File: config.mk
export PLATFORM = sky130hd
export DESIGN_NAME = nic_pci_master_target_if
export DESIGN_NICKNAME = d
export VERILOG_FILES = /design/src/nic_pci_pkg.sv /design/src/nic_pci_master_target_if.sv
export VERILOG_INCLUDE_DIRS = /design/src
export SDC_FILE = /design/constraint.sdc
export NUM_CORES = 1
export LEC_CHECK = 0
export BUFFER_PORTS_ARGS = -buffer_cell sky130_fd_sc_hd__buf_2
export CAP_MARGIN = 40
export CORE_MARGIN = 10
export CORE_UTILIZATION = 45
export CTS_CLUSTER_DIAMETER = 40
export CTS_CLUSTER_SIZE = 8
export DETAILED_ROUTE_END_ITERATION = 8
export PLACE_DENSITY = 0.73
export SLEW_MARGIN = 20
export SYNTH_ARGS = -nofsm -noshare
export SYNTH_HDL_FRONTEND = slang
export SYNTH_SLANG_ARGS = --single-unit
File: constraint.sdc
create_clock -name hclk -period 5.7 [get_ports hclk]
set_input_delay 0.57 -clock hclk [delete_from_list [all_inputs] [get_ports hclk]]
set_output_delay 0.57 -clock hclk [all_outputs]
set_load 0.01 [all_outputs]
File: src/nic_pci_defs.svh
`ifndef NIC_PCI_DEFS_SVH
`define NIC_PCI_DEFS_SVH
// Register byte addresses
`define A_CMD 8'h00
`define A_STAT 8'h04
`define A_CLS 8'h08
`define A_CFG 8'h0c
`define A_DADDR 8'h10
`define A_DCTL 8'h14
`define A_RDAT 8'h18
// Command register bits
`define B_MWI 4
`define B_PER 6
`define B_SEE 8
// Status register bits
`define B_DPD 8
`define B_RTA 12
`define B_SSE 14
`define B_DPE 15
// Configure, cache line size and DMA control register fields
`define B_CMWI 0
`define B_CRA 2
`define B_CTW 3
`define F_TXM 15:8
`define F_RXM 23:16
`define F_CLS 7:0
`define F_LAT 15:8
`define F_LEN 15:0
`define F_KND 17:16
`define B_BUSY 31
`define B_MAB 30
// Bus commands on C/BE
`define C_MRM 4'hc
`define C_MRL 4'he
`define C_MW 4'h7
`define C_MWI 4'hf
`define BE_ALL 4'h0
// DMA kinds
`define K_TXD 2'h0
`define K_CTR 2'h1
`define K_CTW 2'h2
`define K_RXD 2'h3
// Cache line sizes in DWords and byte masks
`define CLS8 8'h08
`define CLS16 8'h10
`define MSK8 6'h1f
`define MSK16 6'h3f
// Clocks without DEVSEL before master abort
`define MABORT 3'h5
`define REG_RST 32'h0
`endif

File: src/nic_pci_pkg.sv
package nic_pci_pkg;
  typedef enum logic [2:0] {M_IDLE, M_REQ, M_ADDR, M_DATA, M_TURN} mst_st_t;
  typedef enum logic [1:0] {T_IDLE, T_DATA, T_REL} tgt_st_t;
endpackage

File: src/nic_pci_master_target_if.sv
// Overview of operation
// RULE1: Target data parity error always sets status bit 15.
// RULE2: Target data parity error drives PERR only when command bit 6 set.
// RULE3: Target cycle is never cut short by a data parity error.
// RULE4: Target disconnects after each control_status_space or configuration access.
// RULE5: Address parity error without both enables sets bit 15 only, no SERR.
// RULE6: Address parity error with both enables sets bits 14, 15, SERR one clock.
// RULE7: After address error the device still claims and completes its cycle.
// RULE8: Address parity is checked on every bus transaction.
// RULE9: Commands: MRM data reads, MRL control reads, MW control writes, MW/MWI data.
// RULE10: Transmit read burst ends at byte-count limit and FIFO space.
// RULE11: Receive write burst ends at byte-count limit and FIFO threshold.
// RULE12: Write bursts hold IRDY with valid data each phase; target paces by TRDY.
// RULE13: Burst backs off when latency timer expired and grant removed.
// RULE14: Disconnect or retry re-initiates; target abort sets bit 12, no retry.
// RULE15: No DEVSEL means master abort, ending FRAME and IRDY as normal.
// RULE16: MWI moves whole lines, all byte enables, crosses only into whole lines.
// RULE17: MWI only if line 8/16, aligned, data and space, bit 4, config enable.
// RULE18: Lapsed MWI condition ends the cycle at line end, then re-evaluate.
// RULE19: MW at line boundary ends and restarts when terminate-on-line set.
// RULE20: Read align ends transmit reads at line boundaries when FIFO nearly full.
// RULE21: Initiator data parity error with enable: PERR, bit 8; reads also bit 15.
// RULE22: PCI ignored while bus_reset_n or power_good inactive; config reinitialized.
// RULE23: DMA configuration changes only while no DMA runs.
`timescale 1ns/10ps
`default_nettype none
`include "nic_pci_defs.svh"
module nic_pci_master_target_if
  import nic_pci_pkg::*;
(
  // AHB-Lite register port
  input wire logic hclk,
  input wire logic hresetn,
  input wire logic hsel,
  input wire logic [31:0] haddr,
  input wire logic [1:0] htrans,
  input wire logic hwrite,
  input wire logic [2:0] hsize,
  input wire logic [31:0] hwdata,
  input wire logic hready,
  output logic hreadyout,
  output logic hresp,
  output logic [31:0] hrdata,
  // Bus reset and power state
  input wire logic bus_reset_n,
  input wire logic power_good,
  // PCI address/data and command
  input wire logic [31:0] ad,
  output logic [31:0] ad_drv,
  output logic ad_en,
  input wire logic [3:0] cbe_n,
  output logic [3:0] cbe_n_drv,
  input wire logic par,
  // PCI master control
  input wire logic frame_n,
  output logic frame_n_drv,
  input wire logic irdy_n,
  output logic irdy_n_drv,
  output logic mst_en,
  output logic req_n,
  input wire logic gnt_n,
  // PCI target control
  input wire logic trdy_n,
  input wire logic devsel_n,
  input wire logic stop_n,
  output logic trdy_n_drv,
  output logic devsel_n_drv,
  output logic stop_n_drv,
  output logic tgt_en,
  input wire logic tgt_hit,
  // Error lines
  output logic perr_n_drv,
  output logic perr_en,
  output logic serr_n_drv,
  output logic serr_en,
  // FIFO side
  input wire logic [7:0] tx_space,
  output logic [31:0] tx_data,
  output logic tx_push,
  input wire logic [7:0] rx_count,
  input wire logic [31:0] rx_data,
  output logic rx_pop
);
  mst_st_t m_st;
  tgt_st_t t_st;
  logic [2:0] rst_s_q, pg_s_q;
  logic pci_ok_q, wr_q, fr_prev_q, dchk_q, dtgt_q, achk_q, par_q, twr_q;
  logic [7:0] wa_q;
  logic [15:0] cmd_q, stat_q, clsr_q;
  logic [31:0] cfg_q, daddr_q, addr_q, ad_q, rdat_q, hrdata_q;
  logic [15:0] rem_q, cnt_q;
  logic [1:0] kind_q;
  logic [7:0] lat_q;
  logic [2:0] dvt_q;
  logic go_q, mwi_q, mab_q, frame_q, irdy_q, men_q, aen_q, req_q;
  logic [3:0] cbe_q;
  logic trdy_q, dsel_q, stop_q, ten_q, perr_q, serr_q, push_q, pop_q;

  function automatic logic hit(input logic [7:0] a, input logic [7:0] r);
    hit = a == r;
  endfunction

  // Register access decode
  wire logic ah_go = hsel && hready && htrans[1];
  wire logic m_idle = m_st == M_IDLE && !go_q;
  wire logic w_cmd = wr_q && hit(wa_q, `A_CMD);
  wire logic w_cfg = wr_q && m_idle && hit(wa_q, `A_CFG);
  wire logic w_cls = wr_q && m_idle && hit(wa_q, `A_CLS);
  wire logic w_dad = wr_q && m_idle && hit(wa_q, `A_DADDR);
  wire logic start = wr_q && m_idle && pci_ok_q && hit(wa_q, `A_DCTL);
  wire logic [15:0] st_clr = (wr_q && hit(wa_q, `A_STAT)) ? hwdata[15:0] : 16'h0;
  wire logic [7:0] ra = haddr[7:0];
  wire logic [31:0] rmux =
    hit(ra, `A_CMD) ? {16'h0, cmd_q} :
    hit(ra, `A_STAT) ? {16'h0, stat_q} :
    hit(ra, `A_CLS) ? {16'h0, clsr_q} :
    hit(ra, `A_CFG) ? cfg_q :
    hit(ra, `A_DADDR) ? daddr_q :
    hit(ra, `A_DCTL) ? {go_q, mab_q, 12'h0, kind_q, rem_q} :
    hit(ra, `A_RDAT) ? rdat_q : `REG_RST;

  // Burst limits and command choice
  wire logic is_rd = !kind_q[1];
  wire logic [7:0] cls = clsr_q[`F_CLS];
  wire logic cls_ok = cls == `CLS8 || cls == `CLS16;
  wire logic [5:0] lmsk = (cls == `CLS16) ? `MSK16 : `MSK8;
  wire logic [31:0] na = addr_q + 32'h4;
  // Next phase is the last word of its line, so ending here stops on the boundary
  wire logic [31:0] nn = addr_q + 32'h8;
  wire logic line_end = cls_ok && (nn[5:0] & lmsk) == 6'h0;
  wire logic at_line = cls_ok && (addr_q[5:0] & lmsk) == 6'h0;

  function automatic logic mwi_ok(input logic [15:0] r);
    mwi_ok = cls_ok && kind_q == `K_RXD && rx_count >= cls && r >= {8'h0, cls}
      && cmd_q[`B_MWI] && cfg_q[`B_CMWI];
  endfunction

  wire logic mwi_go = mwi_ok(rem_q) && at_line; // RULE17
  wire logic mwi_more = mwi_ok(rem_q - 16'h2); // RULE16
  wire logic [7:0] bmax = (kind_q == `K_TXD) ? cfg_q[`F_TXM] :
    (kind_q == `K_RXD) ? cfg_q[`F_RXM] : 8'h0;
  wire logic lim_end = bmax != 8'h0 && cnt_q + 16'h2 >= {8'h0, bmax}
    && (kind_q != `K_TXD || !cfg_q[`B_CRA] || line_end); // RULE10 RULE11 RULE20
  wire logic ff_end = (kind_q == `K_TXD) ? (tx_space <= 8'h1
    || (cfg_q[`B_CRA] && tx_space < cls && line_end)) // RULE10 RULE20
    : (kind_q == `K_RXD && rx_count <= 8'h1); // RULE11
  wire logic boff = lat_q >= clsr_q[`F_LAT] && gnt_n; // RULE13
  wire logic mw_end = !mwi_q && !is_rd && cfg_q[`B_CTW] && line_end; // RULE19
  wire logic mwi_end = mwi_q && !mwi_more; // RULE18
  wire logic end_nx = rem_q == 16'h2 || ((!mwi_q || line_end)
    && (lim_end || ff_end || boff || mw_end || mwi_end)); // RULE16
  wire logic [3:0] bcmd = (kind_q == `K_TXD) ? `C_MRM :
    (kind_q == `K_CTR) ? `C_MRL : mwi_go ? `C_MWI : `C_MW; // RULE9
  wire logic xfer = m_st == M_DATA && !devsel_n && !trdy_n;
  wire logic mab = m_st == M_DATA && devsel_n && dvt_q == `MABORT;
  wire logic tab = m_st == M_DATA && devsel_n && !stop_n;

  // Target and parity checking
  wire logic adr_ph = pci_ok_q && fr_prev_q && !frame_n; // RULE8
  wire logic mown = m_st == M_ADDR || m_st == M_DATA;
  wire logic claim = t_st == T_IDLE && adr_ph && tgt_hit && !mown; // RULE7
  wire logic txf = t_st == T_DATA && !irdy_n;
  wire logic rcv = pci_ok_q && ((txf && twr_q) || (xfer && is_rd));
  wire logic bad = par != par_q;
  wire logic dpe_t = dchk_q && dtgt_q && bad;
  wire logic dpe_m = dchk_q && !dtgt_q && bad;
  wire logic ape = achk_q && bad;
  wire logic pen = cmd_q[`B_PER];
  wire logic sen = cmd_q[`B_SEE] && pen;
  wire logic [15:0] st_set = {dpe_t || ape || (dpe_m && pen), ape && sen, 1'b0, tab,
    3'h0, dpe_m && pen, 8'h0}; // RULE1 RULE5 RULE6 RULE14 RULE21

  assign hreadyout = 1'b1 | wr_q & 1'b0 | hrdata_q[0] & 1'b0;
  assign hresp = 1'b0;
  assign hrdata = hrdata_q;
  assign ad_drv = ad_q;
  assign ad_en = aen_q;
  assign cbe_n_drv = cbe_q;
  assign frame_n_drv = frame_q;
  assign irdy_n_drv = irdy_q;
  assign mst_en = men_q;
  assign req_n = req_q;
  assign trdy_n_drv = trdy_q;
  assign devsel_n_drv = dsel_q;
  assign stop_n_drv = stop_q;
  assign tgt_en = ten_q;
  assign perr_n_drv = !perr_q;
  assign perr_en = perr_q;
  assign serr_n_drv = !serr_q;
  assign serr_en = serr_q;
  assign tx_data = rdat_q;
  assign tx_push = push_q;
  assign rx_pop = pop_q;

  // Reset and power-good qualifiers
  always_ff @(posedge hclk or negedge hresetn)
  begin
    if (!hresetn)
    begin
      rst_s_q <= 3'h0;
      pg_s_q <= 3'h0;
      pci_ok_q <= 1'b0;
    end
    else
    begin
      rst_s_q <= {rst_s_q[1:0], bus_reset_n};
      pg_s_q <= {pg_s_q[1:0], power_good};
      if (rst_s_q[2] == rst_s_q[1] && pg_s_q[2] == pg_s_q[1])
        pci_ok_q <= rst_s_q[2] && pg_s_q[2]; // RULE22
    end
  end

  // Register file
  always_ff @(posedge hclk or negedge hresetn)
  begin
    if (!hresetn)
    begin
      wr_q <= 1'b0;
      wa_q <= 8'h0;
      hrdata_q <= `REG_RST;
      cmd_q <= 16'h0;
      stat_q <= 16'h0;
      clsr_q <= 16'h0;
      cfg_q <= `REG_RST;
      daddr_q <= `REG_RST;
    end
    else
    begin
      wr_q <= ah_go && hwrite;
      wa_q <= haddr[7:0];
      if (ah_go && !hwrite)
        hrdata_q <= rmux;
      if (!pci_ok_q)
      begin
        cmd_q <= 16'h0; // RULE22
        stat_q <= 16'h0;
        clsr_q <= 16'h0;
        cfg_q <= `REG_RST;
        daddr_q <= `REG_RST;
      end
      else
      begin
        stat_q <= (stat_q & ~st_clr) | st_set;
        if (w_cmd)
          cmd_q <= hwdata[15:0];
        if (w_cls)
          clsr_q <= hwdata[15:0]; // RULE23
        if (w_cfg)
          cfg_q <= hwdata; // RULE23
        if (w_dad)
          daddr_q <= hwdata;
      end
    end
  end

  // Bus master
  always_ff @(posedge hclk or negedge hresetn)
  begin
    if (!hresetn)
    begin
      m_st <= M_IDLE;
      {go_q, mwi_q, mab_q, men_q, aen_q, push_q, pop_q} <= 7'h0;
      {frame_q, irdy_q, req_q} <= 3'h7;
      cbe_q <= 4'hf;
      ad_q <= `REG_RST;
      addr_q <= `REG_RST;
      rdat_q <= `REG_RST;
      {rem_q, cnt_q} <= 32'h0;
      kind_q <= `K_TXD;
      lat_q <= 8'h0;
      dvt_q <= 3'h0;
    end
    else
    begin
      push_q <= xfer && is_rd;
      pop_q <= xfer && !is_rd;
      if (start)
      begin
        go_q <= hwdata[`F_LEN] != 16'h0;
        mab_q <= 1'b0;
        rem_q <= hwdata[`F_LEN];
        kind_q <= hwdata[`F_KND];
        addr_q <= daddr_q;
      end
      if (mown)
        lat_q <= (lat_q == 8'hff) ? lat_q : lat_q + 8'h1;
      if (xfer)
      begin
        addr_q <= na;
        rem_q <= rem_q - 16'h1;
        cnt_q <= cnt_q + 16'h1;
        ad_q <= rx_data; // RULE12
        if (is_rd)
          rdat_q <= ad;
        if (rem_q == 16'h1)
          go_q <= 1'b0;
      end
      if (!pci_ok_q)
      begin
        m_st <= M_IDLE; // RULE22
        go_q <= 1'b0;
        {frame_q, irdy_q, req_q} <= 3'h7;
        {men_q, aen_q} <= 2'h0;
      end
      else
        case (m_st)
          M_IDLE:
            if (go_q)
            begin
              req_q <= 1'b0;
              m_st <= M_REQ;
            end
          M_REQ:
            if (!gnt_n && frame_n && irdy_n)
            begin
              frame_q <= 1'b0;
              {men_q, aen_q} <= 2'h3;
              ad_q <= addr_q;
              cbe_q <= bcmd; // RULE9
              mwi_q <= mwi_go;
              cnt_q <= 16'h0;
              lat_q <= 8'h0;
              m_st <= M_ADDR;
            end
          M_ADDR:
          begin
            irdy_q <= 1'b0; // RULE12
            frame_q <= rem_q == 16'h1 || (bmax == 8'h1 && !mwi_q); // RULE10 RULE11
            cbe_q <= `BE_ALL; // RULE16
            ad_q <= rx_data;
            aen_q <= !is_rd;
            dvt_q <= 3'h0;
            m_st <= M_DATA;
          end
          M_DATA:
          begin
            dvt_q <= devsel_n ? dvt_q + 3'h1 : 3'h0;
            if (mab || tab)
            begin
              {frame_q, irdy_q} <= 2'h3; // RULE15
              go_q <= 1'b0; // RULE14
              mab_q <= mab;
              m_st <= M_TURN;
            end
            else if (!stop_n || (xfer && frame_q))
            begin
              {frame_q, irdy_q} <= 2'h3; // RULE14
              m_st <= M_TURN;
            end
            else if (xfer)
              frame_q <= end_nx; // RULE10 RULE11 RULE13 RULE18 RULE19
          end
          M_TURN:
          begin
            {men_q, aen_q} <= 2'h0;
            req_q <= !go_q;
            m_st <= go_q ? M_REQ : M_IDLE; // RULE14
          end
          default:
            m_st <= M_IDLE;
        endcase
    end
  end

  // Target, parity and system error
  always_ff @(posedge hclk or negedge hresetn)
  begin
    if (!hresetn)
    begin
      t_st <= T_IDLE;
      {trdy_q, dsel_q, stop_q} <= 3'h7;
      {ten_q, twr_q, perr_q, serr_q} <= 4'h0;
      {fr_prev_q, dchk_q, dtgt_q, achk_q, par_q} <= 5'h10;
    end
    else
    begin
      fr_prev_q <= frame_n;
      par_q <= ^{ad, cbe_n};
      dchk_q <= rcv;
      dtgt_q <= txf;
      achk_q <= adr_ph; // RULE8
      perr_q <= (dpe_t || dpe_m) && pen; // RULE2 RULE21
      serr_q <= ape && sen; // RULE5 RULE6
      case (t_st)
        T_IDLE:
          if (claim)
          begin
            {trdy_q, dsel_q, stop_q} <= 3'h0; // RULE4
            ten_q <= 1'b1;
            twr_q <= cbe_n[0];
            t_st <= T_DATA;
          end
        T_DATA:
          if (txf || !pci_ok_q)
          begin
            {trdy_q, dsel_q, stop_q} <= 3'h7; // RULE3
            t_st <= T_REL;
          end
        T_REL:
        begin
          ten_q <= 1'b0;
          t_st <= T_IDLE;
        end
        default:
          t_st <= T_IDLE;
      endcase
    end
  end
endmodule
`default_nettype wire

# == Yosys cells after proc, flatten, opt, wreduce, memory -nomap -nowiden ==
# Cells that the tools add are included.
# word_totals
latchBits,0
wordCells,328
in_bits,168
memories,0
regBits,330
output_inout_bits,117
ram_bits,0
romBits,0
# op_classes
n_addsub,8
n_mul,0
n_lt_le_gt_ge,8
reduce_logical,131
bitwise,6
mux,88
n_eq_ne,45
div,0
n_shift,0
# ops
operator,n
$mux W32,16
$mux W16,12
$logic_and A1 B1 Y1,65
$pmux W32 S2,1
$mux W8,7
$eq A8 B5 Y1 const B,6
$ge A16 B8 Y1,3
$eq A8 B4 Y1 const B,5
$reduce_xor A36 Y1,1
$add A32 B3 Y32 const B,1
$mux W1,28
$logic_or A1 B1 Y1,19
$mux W3,6
$reduce_and A2 Y1,9
$logic_not A1 Y1,17
$add A16 B1 Y16 const B,1
$add A16 B2 Y16 const B,1
$and A16 B16 Y16,1
$eq A16 B1 Y1 const B,1
$eq A16 B2 Y1 const B,1
$eq A8 B3 Y1 const B,2
$ge A8 B8 Y1,2
$le A8 B1 Y1 const B,2
$logic_not A8 Y1,2
other kinds (42),77

# == Depth between registers and ports, before layout ==
# Gate-level depths: netlist of run 1.
# logic_depth
ltp_word,19
ltp_mapped,12
ltp_nobuf,12

# == Worst setup path before layout of run 1 ==
# Ideal clock, no wire load.
# synth_timing
kind,reg2reg
start,register rem_q[1]
end,"register frame_q, in the netlist frame_n_drv"
path_buffers,0
period_less_slack_ps,2768
slack_ps,2932
t_required_ps,5603
stages_incl_launch_ff,13
t_arrival_ps,2670
setup_ps,97
cell_sequence,dfrtp_1 > inv_1 > ha_1 > or4b_1 > nor2_1 > xor2_1 > ha_1 > nor4_1 > o21ai_0 > a211oi_2 > o211a_1 > nor3_1 > o41ai_2
# synth_via
elab_chain_len,15
elab_cells_between_ends,18
classes_between,add/sub: 1; order compare: 1; eq/ne: 2; mux: 5; reduce/logical: 9
# synth_lines
element,line,rtl
from (decl),nic_pci_master_target_if.sv:91,"logic [15:0] rem_q, cnt_q;"
from (signal assigned),nic_pci_master_target_if.sv:281,rem_q <= hwdata[`F_LEN];
from (signal assigned),nic_pci_master_target_if.sv:290,rem_q <= rem_q - 16'h1;
$sub A16 B2 Y16,nic_pci_master_target_if.sv:139,wire logic mwi_more = mwi_ok(rem_q - 16'h2);
$ge A16 B8 Y1,nic_pci_master_target_if.sv:134,"mwi_ok = cls_ok && kind_q == `K_RXD && rx_count >= cls && r >= {8'h0, cls}"
$logic_and A1 B1 Y1 (3 in series),nic_pci_master_target_if.sv:134,
$logic_not A1 Y1,nic_pci_master_target_if.sv:149,wire logic mwi_end = mwi_q && !mwi_more;
$logic_and A1 B1 Y1,nic_pci_master_target_if.sv:149,
$logic_or A1 B1 Y1,nic_pci_master_target_if.sv:151,&& (lim_end || ff_end || boff || mw_end || mwi_end));
$logic_and A1 B1 Y1,nic_pci_master_target_if.sv:151,
$logic_or A1 B1 Y1,nic_pci_master_target_if.sv:150,wire logic end_nx = rem_q == 16'h2 || ((!mwi_q || line_end)
$mux W1,nic_pci_master_target_if.sv:350,else if (xfer)
$mux W1,nic_pci_master_target_if.sv:345,else if (!stop_n || (xfer && frame_q))
$mux W1,nic_pci_master_target_if.sv:338,if (mab || tab)
$pmux W1 S3 *,nic_pci_master_target_if.sv:306,case (m_st)
$mux W1 *,nic_pci_master_target_if.sv:298,if (!pci_ok_q)
to (signal assigned),nic_pci_master_target_if.sv:328,frame_q <= rem_q == 16'h1 || (bmax == 8'h1 && !mwi_q);
to (signal assigned),nic_pci_master_target_if.sv:351,frame_q <= end_nx;
to (decl),nic_pci_master_target_if.sv:95,"logic go_q, mwi_q, mab_q, frame_q, irdy_q, men_q, aen_q, req_q;"
# Mark *: on every way between the ends. The rest lies on a longest branch, timed or not. The select of a mux whose other input is x is not followed.
# A chain may end at the register's enable or synchronous reset.

# == Worst setup path after layout of run 1 ==
# layout_timing
start,register kind_q[1]
end,"register frame_q, in the netlist frame_n_drv"
# layout_via
elab_chain_len,17
elab_cells_between_ends,37
classes_between,order compare: 1; eq/ne: 2; mux: 8; reduce/logical: 26
# layout_lines
element,line,rtl
from (decl),nic_pci_master_target_if.sv:92,logic [1:0] kind_q;
from (signal assigned),nic_pci_master_target_if.sv:269,kind_q <= `K_TXD;
from (signal assigned),nic_pci_master_target_if.sv:282,kind_q <= hwdata[`F_KND];
$eq A2 B2 Y1 (no line),-,
$mux W8,nic_pci_master_target_if.sv:141,(kind_q == `K_RXD) ? cfg_q[`F_RXM] : 8'h0;
$mux W8,nic_pci_master_target_if.sv:140,wire logic [7:0] bmax = (kind_q == `K_TXD) ? cfg_q[`F_TXM] :
$ge A16 B8 Y1 / $reduce_bool A8 Y1 (equally long branches),nic_pci_master_target_if.sv:142,"wire logic lim_end = bmax != 8'h0 && cnt_q + 16'h2 >= {8'h0, bmax}"
$logic_and A1 B1 Y1 (2 in series),nic_pci_master_target_if.sv:142,
$logic_or A1 B1 Y1 (4 in series),nic_pci_master_target_if.sv:151,
$logic_and A1 B1 Y1,nic_pci_master_target_if.sv:151,
$logic_or A1 B1 Y1,nic_pci_master_target_if.sv:150,
$mux W1,nic_pci_master_target_if.sv:350,
$mux W1,nic_pci_master_target_if.sv:345,
$mux W1,nic_pci_master_target_if.sv:338,
$pmux W1 S3 *,nic_pci_master_target_if.sv:306,
$mux W1 *,nic_pci_master_target_if.sv:298,
# Marked as above.

==> impl_metrics.env, run 1 <==
export IMPL_status="complete, no violations"
export IMPL_synth_top_cell_by_area="dfrtp_1"
export IMPL_ys_top_cells_by_area="dfrtp_1, nand2_1, ha_1"
export IMPL_port_buffer_count=254
export IMPL_path_clk_slew_ps=50
export IMPL_critPathKind="reg2reg"
export IMPL_worst_pin_slew_ps=858
export IMPL_grt_pass1_vias=15500
export IMPL_cp_end_kind="register"
export IMPL_synth_area_per_cell_um2=9.58
export IMPL_cts_setup_buffers=0
export IMPL_hold_buffers=0
export IMPL_syn_nets=2030
export IMPL_die_area_um2=46600
export IMPL_cts_max_level=2
export IMPL_dieHeight_um=216
export IMPL_grt_overflow_total=0
export IMPL_fp_dieW_um=216
export IMPL_slew_violations=0
export IMPL_synth_edff_count=0
export IMPL_fin_skew_ps=30.3
export IMPL_cts_tree="built"
export IMPL_gp_congestion=0.910
export IMPL_p_leak_nw=9.57
export IMPL_grt_first_pass_wirelength_mm=92.3
export IMPL_crit_arrival_ps=3910
export IMPL_grt_use_total_pct=24.9
export IMPL_clk_latency_ps=620
export IMPL_dp_hpwl_mm=42.3
export IMPL_routed_wl_mm=59.1
export IMPL_slowest_delay_ps=670
export IMPL_synth_seq_cells=330
export IMPL_syn_to_final_growth_pct=20.7
export IMPL_clk_path_buf_depth=3
export IMPL_synth_flop_cell="dfrtp_1"
export IMPL_vias=15600
export IMPL_clockRootBuffer="clkbuf_16"
export IMPL_maxCapViolations=0
export IMPL_crit_fanout=10
export IMPL_r2r_start="kind_q[1]$_DFFE_PN0P_"
export IMPL_slew_limit_headroom_pct=42.8
export IMPL_drt_antenna_violating_nets=0
export IMPL_setup_tns_ps=0
export IMPL_peakVddDrop_uv=225
export IMPL_numCtsBuffers=56
export IMPL_hold_viol_final=0
export IMPL_drive_gt1_share_pct=22.6
export IMPL_rsz0062_at_grt="false"
export IMPL_grt_max_degree=125
export IMPL_max_freq_ghz=0.296
export IMPL_fin_crit_ps=3370
export IMPL_powerDensity_nw_per_um2=347
export IMPL_critPathSlowestCell="dfrtp_1"
export IMPL_finalSetupViolCount=0
export IMPL_synth_cell_types=84
export IMPL_fin_util_pct=55.2
export IMPL_vias_per_cell=6.06
export IMPL_finalCritPeriodShare_pct=59.2
export IMPL_yosys_warnings=0
export IMPL_pre_cts_ws_ps=2450
export IMPL_rows=71
export IMPL_netlist_area_um2=17300
export IMPL_start_util_pct=45.7
export IMPL_rr_worst_depth=10
export IMPL_hold_class="in2async"
export IMPL_drt_first_pass_iters=9
export IMPL_critPathRequiredTime_ps=6240
export IMPL_io_pins=285
export IMPL_drc=0
export IMPL_layout_nets=2257
export IMPL_core_area_um2=37800
export IMPL_drt_iter0_markers=1811
export IMPL_timing_final_ws_setup_ps=2330
export IMPL_crit_chain="and2_1, a22oi_1, ha_1, a21oi_1, o21ai_0, a21o_1, a311oi_1, a31oi_1, nor3_1, o41ai_2"
export IMPL_timing_hold_ws_ps=15.1
export IMPL_start_kind="register"
export IMPL_finalPower_w=0.00723
export IMPL_r2r_slack_ps=2330
export IMPL_synthArstFlopShare_pct=100
export IMPL_wl_per_cell_um=22.9
export IMPL_netlist_area_leader_share_pct=46.5
export IMPL_cts_resized=0
export IMPL_synth_yosys_seq_area_share_pct=47.9
export IMPL_syn_inst=1803
export IMPL_antenna_found_initial=6
export IMPL_cts_sinks=330
export IMPL_rr_endpoint="frame_n_drv$_DFFE_PN1P_"
export IMPL_fillers=3313
stage by stage:
stage          area (um^2)  std cells
2_1_floorplan        17300       1803
3_3_place_gp         18900       2476
3_5_place_dp         19100       2483
4_1_cts              20800       2576
5_1_grt              20900       2579
6_report             20900       2579
kinds of logic after synthesis:
logic type / Yosys count / synth area share [%]
flops: 330 / 47.9
xor+xnor: 72 / 3.65
mux: 102 / 6.36
buf+inv: 190 / 4.48
compound gates: 435 / 16.6
fa+ha+maj: 59 / 4.27
other cells: 2 / 0.0435
simple gates: 613 / 16.7
state kept, by name, summed over array words and instances, names as in the netlist, 4 cells and up:
name,count
rem_q,16
ad_drv,32
cbe_n_drv,4
stat_q,16
hrdata,32
lat_q,8
cfg_q,32
cmd_q,16
tx_data,32
addr_q,32
wa_q,8
cnt_q,16
clsr_q,16
daddr_q,32
worst max path at each step:
stage	to	cells after the start	startpoint	slack (ps)
detailed placement	frame_n_drv$_DFFE_PN1P_	10	kind_q[1]$_DFFE_PN0P_	2450
global route	frame_n_drv$_DFFE_PN1P_	12	rem_q[1]$_DFFE_PN0P_	2060
finish	frame_n_drv$_DFFE_PN1P_	10	kind_q[1]$_DFFE_PN0P_	2330
floorplan	frame_n_drv$_DFFE_PN1P_	12	rem_q[1]$_DFFE_PN0P_	2930
global placement	frame_n_drv$_DFFE_PN1P_	10	kind_q[1]$_DFFE_PN0P_	2370
CTS	frame_n_drv$_DFFE_PN1P_	10	kind_q[1]$_DFFE_PN0P_	2440
power breakdown:
group | internal [W] | total (W) | switching, W
clock | 0.00203 | 0.00322 | 0.00119
sequential | 0.00258 | 0.00279 | 0.000207
combinational | 0.000517 | 0.00122 | 0.000706
synthesized netlist by cell type, drive strengths merged, types with 5 or more instances:
| cell | number |
|---|---|
| and3 | 15 |
| a21oi | 133 |
| o311ai | 20 |
| dfstp | 9 |
| or3 | 19 |
| buf | 42 |
| mux2i | 40 |
| nor2 | 80 |
| ha | 59 |
| a221oi | 16 |
| o211ai | 19 |
| nand4b | 5 |
| a221o | 7 |
| or2 | 7 |
| nand2 | 332 |
| xnor2 | 43 |
| o21ai | 90 |
| o22ai | 17 |
| nor3 | 20 |
| a22oi | 26 |
| nand2b | 12 |
| nor2b | 7 |
| a222oi | 32 |
| a31oi | 10 |
| a21o | 10 |
| o31ai | 18 |
| dfrtp | 321 |
| inv | 76 |
| o21a | 5 |
| or4 | 8 |
| xor2 | 29 |
| nand3 | 48 |
| clkbuf | 72 |
| mux2 | 62 |
| nor4 | 20 |
| nand4 | 19 |
worst max-delay path, delay by kind of cell (launching register included):
kind | cells | cell delay, ps
flops | 1 | 670
fa+ha+maj | 1 | 350
compound gates | 7 | 1350
simple gates | 2 | 940
area by class of cell:
class,count,area (um^2),area share [%]
clock inverter,18,268,1.28
sequential,330,8270,39.7
timing repair buffer,283,1580,7.59
inverter,76,285,1.37
antenna,3,7.51,0.0360
clock buffer,75,1510,7.25
multi-input combinational,1283,8290,39.7
tap,511,639,3.07
placed cells by master (no fill, tap or decap), drive strengths merged, types with 48 or more instances in the layout:
cell,count
buf,283
clkbuf,75
nand3,48
mux2,62
nor2,80
nand2,332
ha,59
o21ai,90
a21oi,133
inv,76
dfrtp,321
layer usage:
| layer | track usage [%] | part of all wire, % |
|---|---|---|
| met1 | 33.3 | 41 |
| met2 | 38.1 | 46 |
| met3 | 5.66 | 9.3 |
| met4 | 10.5 | 3.6 |
| met5 | 0 | 0.049 |
Note: power is estimated with default switching activity, not from simulation.
==> inputs of run 2 (changes only) <==
- PLACE_DENSITY: 0.73 -> 0.76
- clock period: 5.7 -> 2.8 ns (I/O delays scaled with it)
==> run 2 against run 1 <==
- clock power rose by 69%
- cell count rose by 4.6%
- clock skew fell by 12 ps
- die area did not move
- total power rose by 92%
- setup slack got worse by 2200 ps
- worst hold slack improved by 2.6 ps
- sequential power rose by 100%
- fmax rose by 28%
- routed wire length rose by 4.6%
- highest routed layer is now met4
==> impl_metrics.env, run 2 (same netlist as run 1, synthesis figures left out) <==
export IMPL_numCtsBuffers=50
export IMPL_io_pins=285
export IMPL_hold_viol_final=0
export IMPL_drt_antenna_violating_nets=0
export IMPL_critPathKind="reg2reg"
export IMPL_vias=16200
export IMPL_fin_skew_ps=17.9
export IMPL_fin_crit_ps=2640
export IMPL_final_cell_mix="nand2_1, dfrtp_1, buf_2"
export IMPL_wl_per_cell_um=22.9
export IMPL_syn_to_final_growth_pct=26.5
export IMPL_finalCritPeriodShare_pct=94.2
export IMPL_finalSetupViolCount=0
export IMPL_cts_sinks=330
export IMPL_critPathRequiredTime_ps=3270
export IMPL_path_clk_slew_ps=50
export IMPL_detailed_place_area_um2=19500
export IMPL_dieHeight_um=216
export IMPL_slew_limit_headroom_pct=47.0
export IMPL_hold_class="in2reg"
export IMPL_dp_hpwl_mm=44.0
export IMPL_drt_first_pass_iters=7
export IMPL_drc=0
export IMPL_status="complete, no violations"
export IMPL_timing_hold_ws_ps=17.7
export IMPL_gp_congestion=0.944
export IMPL_p_leak_nw=10.1
export IMPL_worst_pin_slew_ps=795
export IMPL_setup_tns_ps=0
export IMPL_rows=71
export IMPL_maxCapViolations=0
export IMPL_slew_violations=0
export IMPL_dp_cells=2535
export IMPL_grt_max_degree=101
export IMPL_grt_pass1_vias=16400
export IMPL_vias_per_cell=5.99
export IMPL_drt_iter0_markers=1865
export IMPL_drive_gt1_share_pct=23.2
export IMPL_rsz0062_at_grt="false"
export IMPL_crit_fanout=4
export IMPL_grt_first_pass_wirelength_mm=96.3
export IMPL_clk_latency_ps=560
export IMPL_peakVddDrop_uv=490
export IMPL_die_area_um2=46600
export IMPL_grt_use_total_pct=25.9
export IMPL_routed_wl_mm=61.8
export IMPL_clockRootBuffer="clkbuf_16"
export IMPL_powerDensity_nw_per_um2=635
export IMPL_core_area_um2=37800
export IMPL_final_area_um2=21800
export IMPL_grt_overflow_total=0
export IMPL_fp_dieW_um=216
export IMPL_port_buffer_count=254
export IMPL_crit_arrival_ps=3100
export IMPL_final_cells=2698
export IMPL_max_freq_ghz=0.379
export IMPL_clk_path_buf_depth=3
export IMPL_layout_nets=2392
export IMPL_layout_commonest_cell="nand2_1"
export IMPL_cts_max_level=2
export IMPL_antenna_found_initial=2
export IMPL_cts_tree="built"
export IMPL_start_util_pct=45.7
export IMPL_start_kind="register"
export IMPL_cp_end_kind="register"
==> run 2: changes by cell type in the layout (fill, tap and decap cells not counted), moves of 3 or more <==
cell	before	now
bufinv_16	4	0
buf_4	23	69
buf_16	3	0
clkbuf_16	56	51
dlygate4sd3_1	0	88
clkbuf_1	15	11
buf_12	1	13
==> run 2: layer usage <==
metal  part of all wire (%)  vias up  global-route usage, %  wire length (um)
li1                       -     7182                      -                 -
met4                    4.0        0                   10.5              2470
met2                     47      888                   42.2             29300
met5                      0        -                      0                 0
met1                     39     7925                   32.8             24200
met3                    9.4      165                   5.61              5790
==> run 2: worst paths after layout <==
path                                           end                  from  slack (ps)  cells after the start
setup / recovery           frame_n_drv$_DFFE_PN1P_  rem_q[2]$_DFFE_PN0P_         160                     12
hold / removal             tx_data[15]$_DFFE_PN0P_                ad[15]          20                      2
setup reg to reg           frame_n_drv$_DFFE_PN1P_  rem_q[2]$_DFFE_PN0P_         160                     12
hold reg to reg               rst_s_q[1]$_DFF_PN0_  rst_s_q[0]$_DFF_PN0_         350                      0
max in group asynchronous     ad_drv[15]$_DFF_PN0_               hresetn        1610                      3
min in group asynchronous        tx_push$_DFF_PN0_               hresetn         260                      2
==> run 2: timing repair <==
action                     CTS  global route
resized for setup            1             7
hold buffers                88             0
setup endpoints to repair    1             1
setup buffers                0             1
hold endpoints to repair   163             0
pin swaps                    0             1
==> run 2: report_power, final <==
group / switching (W) / internal, W / total (W)
Clock: 0.00211 / 0.00333 / 0.00545
Sequential: 0.000418 / 0.00526 / 0.00568
Combinational: 0.00154 / 0.00120 / 0.00274
Total: 0.00407 / 0.00979 / 0.0139
==> run 2: cell type report <==
cell class	instances	area, um^2
diodes	2	5.00
clock buffers	65	1360
clock inverters	7	42.5
fillers	3130	15900
inverters	76	285
multi-input cells	1283	8300
flip-flops and latches	330	8270
well taps	511	639
repair buffers	424	2940
==> run 2: worst max-delay path, cell delays in order, from the launching register on <==
cell and delay (ps):
dfrtp_1 410, inv_1 90, ha_1 170, or4b_4 500, nor2_2 110, xor2_1 80
ha_1 200, nor4_2 200, o21ai_1 110, a211oi_2 210, o211a_1 200, nor3_2 50
o41ai_2 200
==> run 2: metrics by stage <==
| stage | utilization (%) | total power [W] | worst slack [ps] |
|---|---|---|---|
| global route | 57.9 | 0.0144 | 7.71 |
| floorplan | - | 0.00714 | 32.5 |
| detailed placement | 51.7 | 0.00831 | 9.50 |
| CTS | 57.8 | 0.0138 | 24.2 |
| global placement | 51.7 | 0.00820 | 39.8 |
| finish | 57.9 | 0.0139 | 163 |
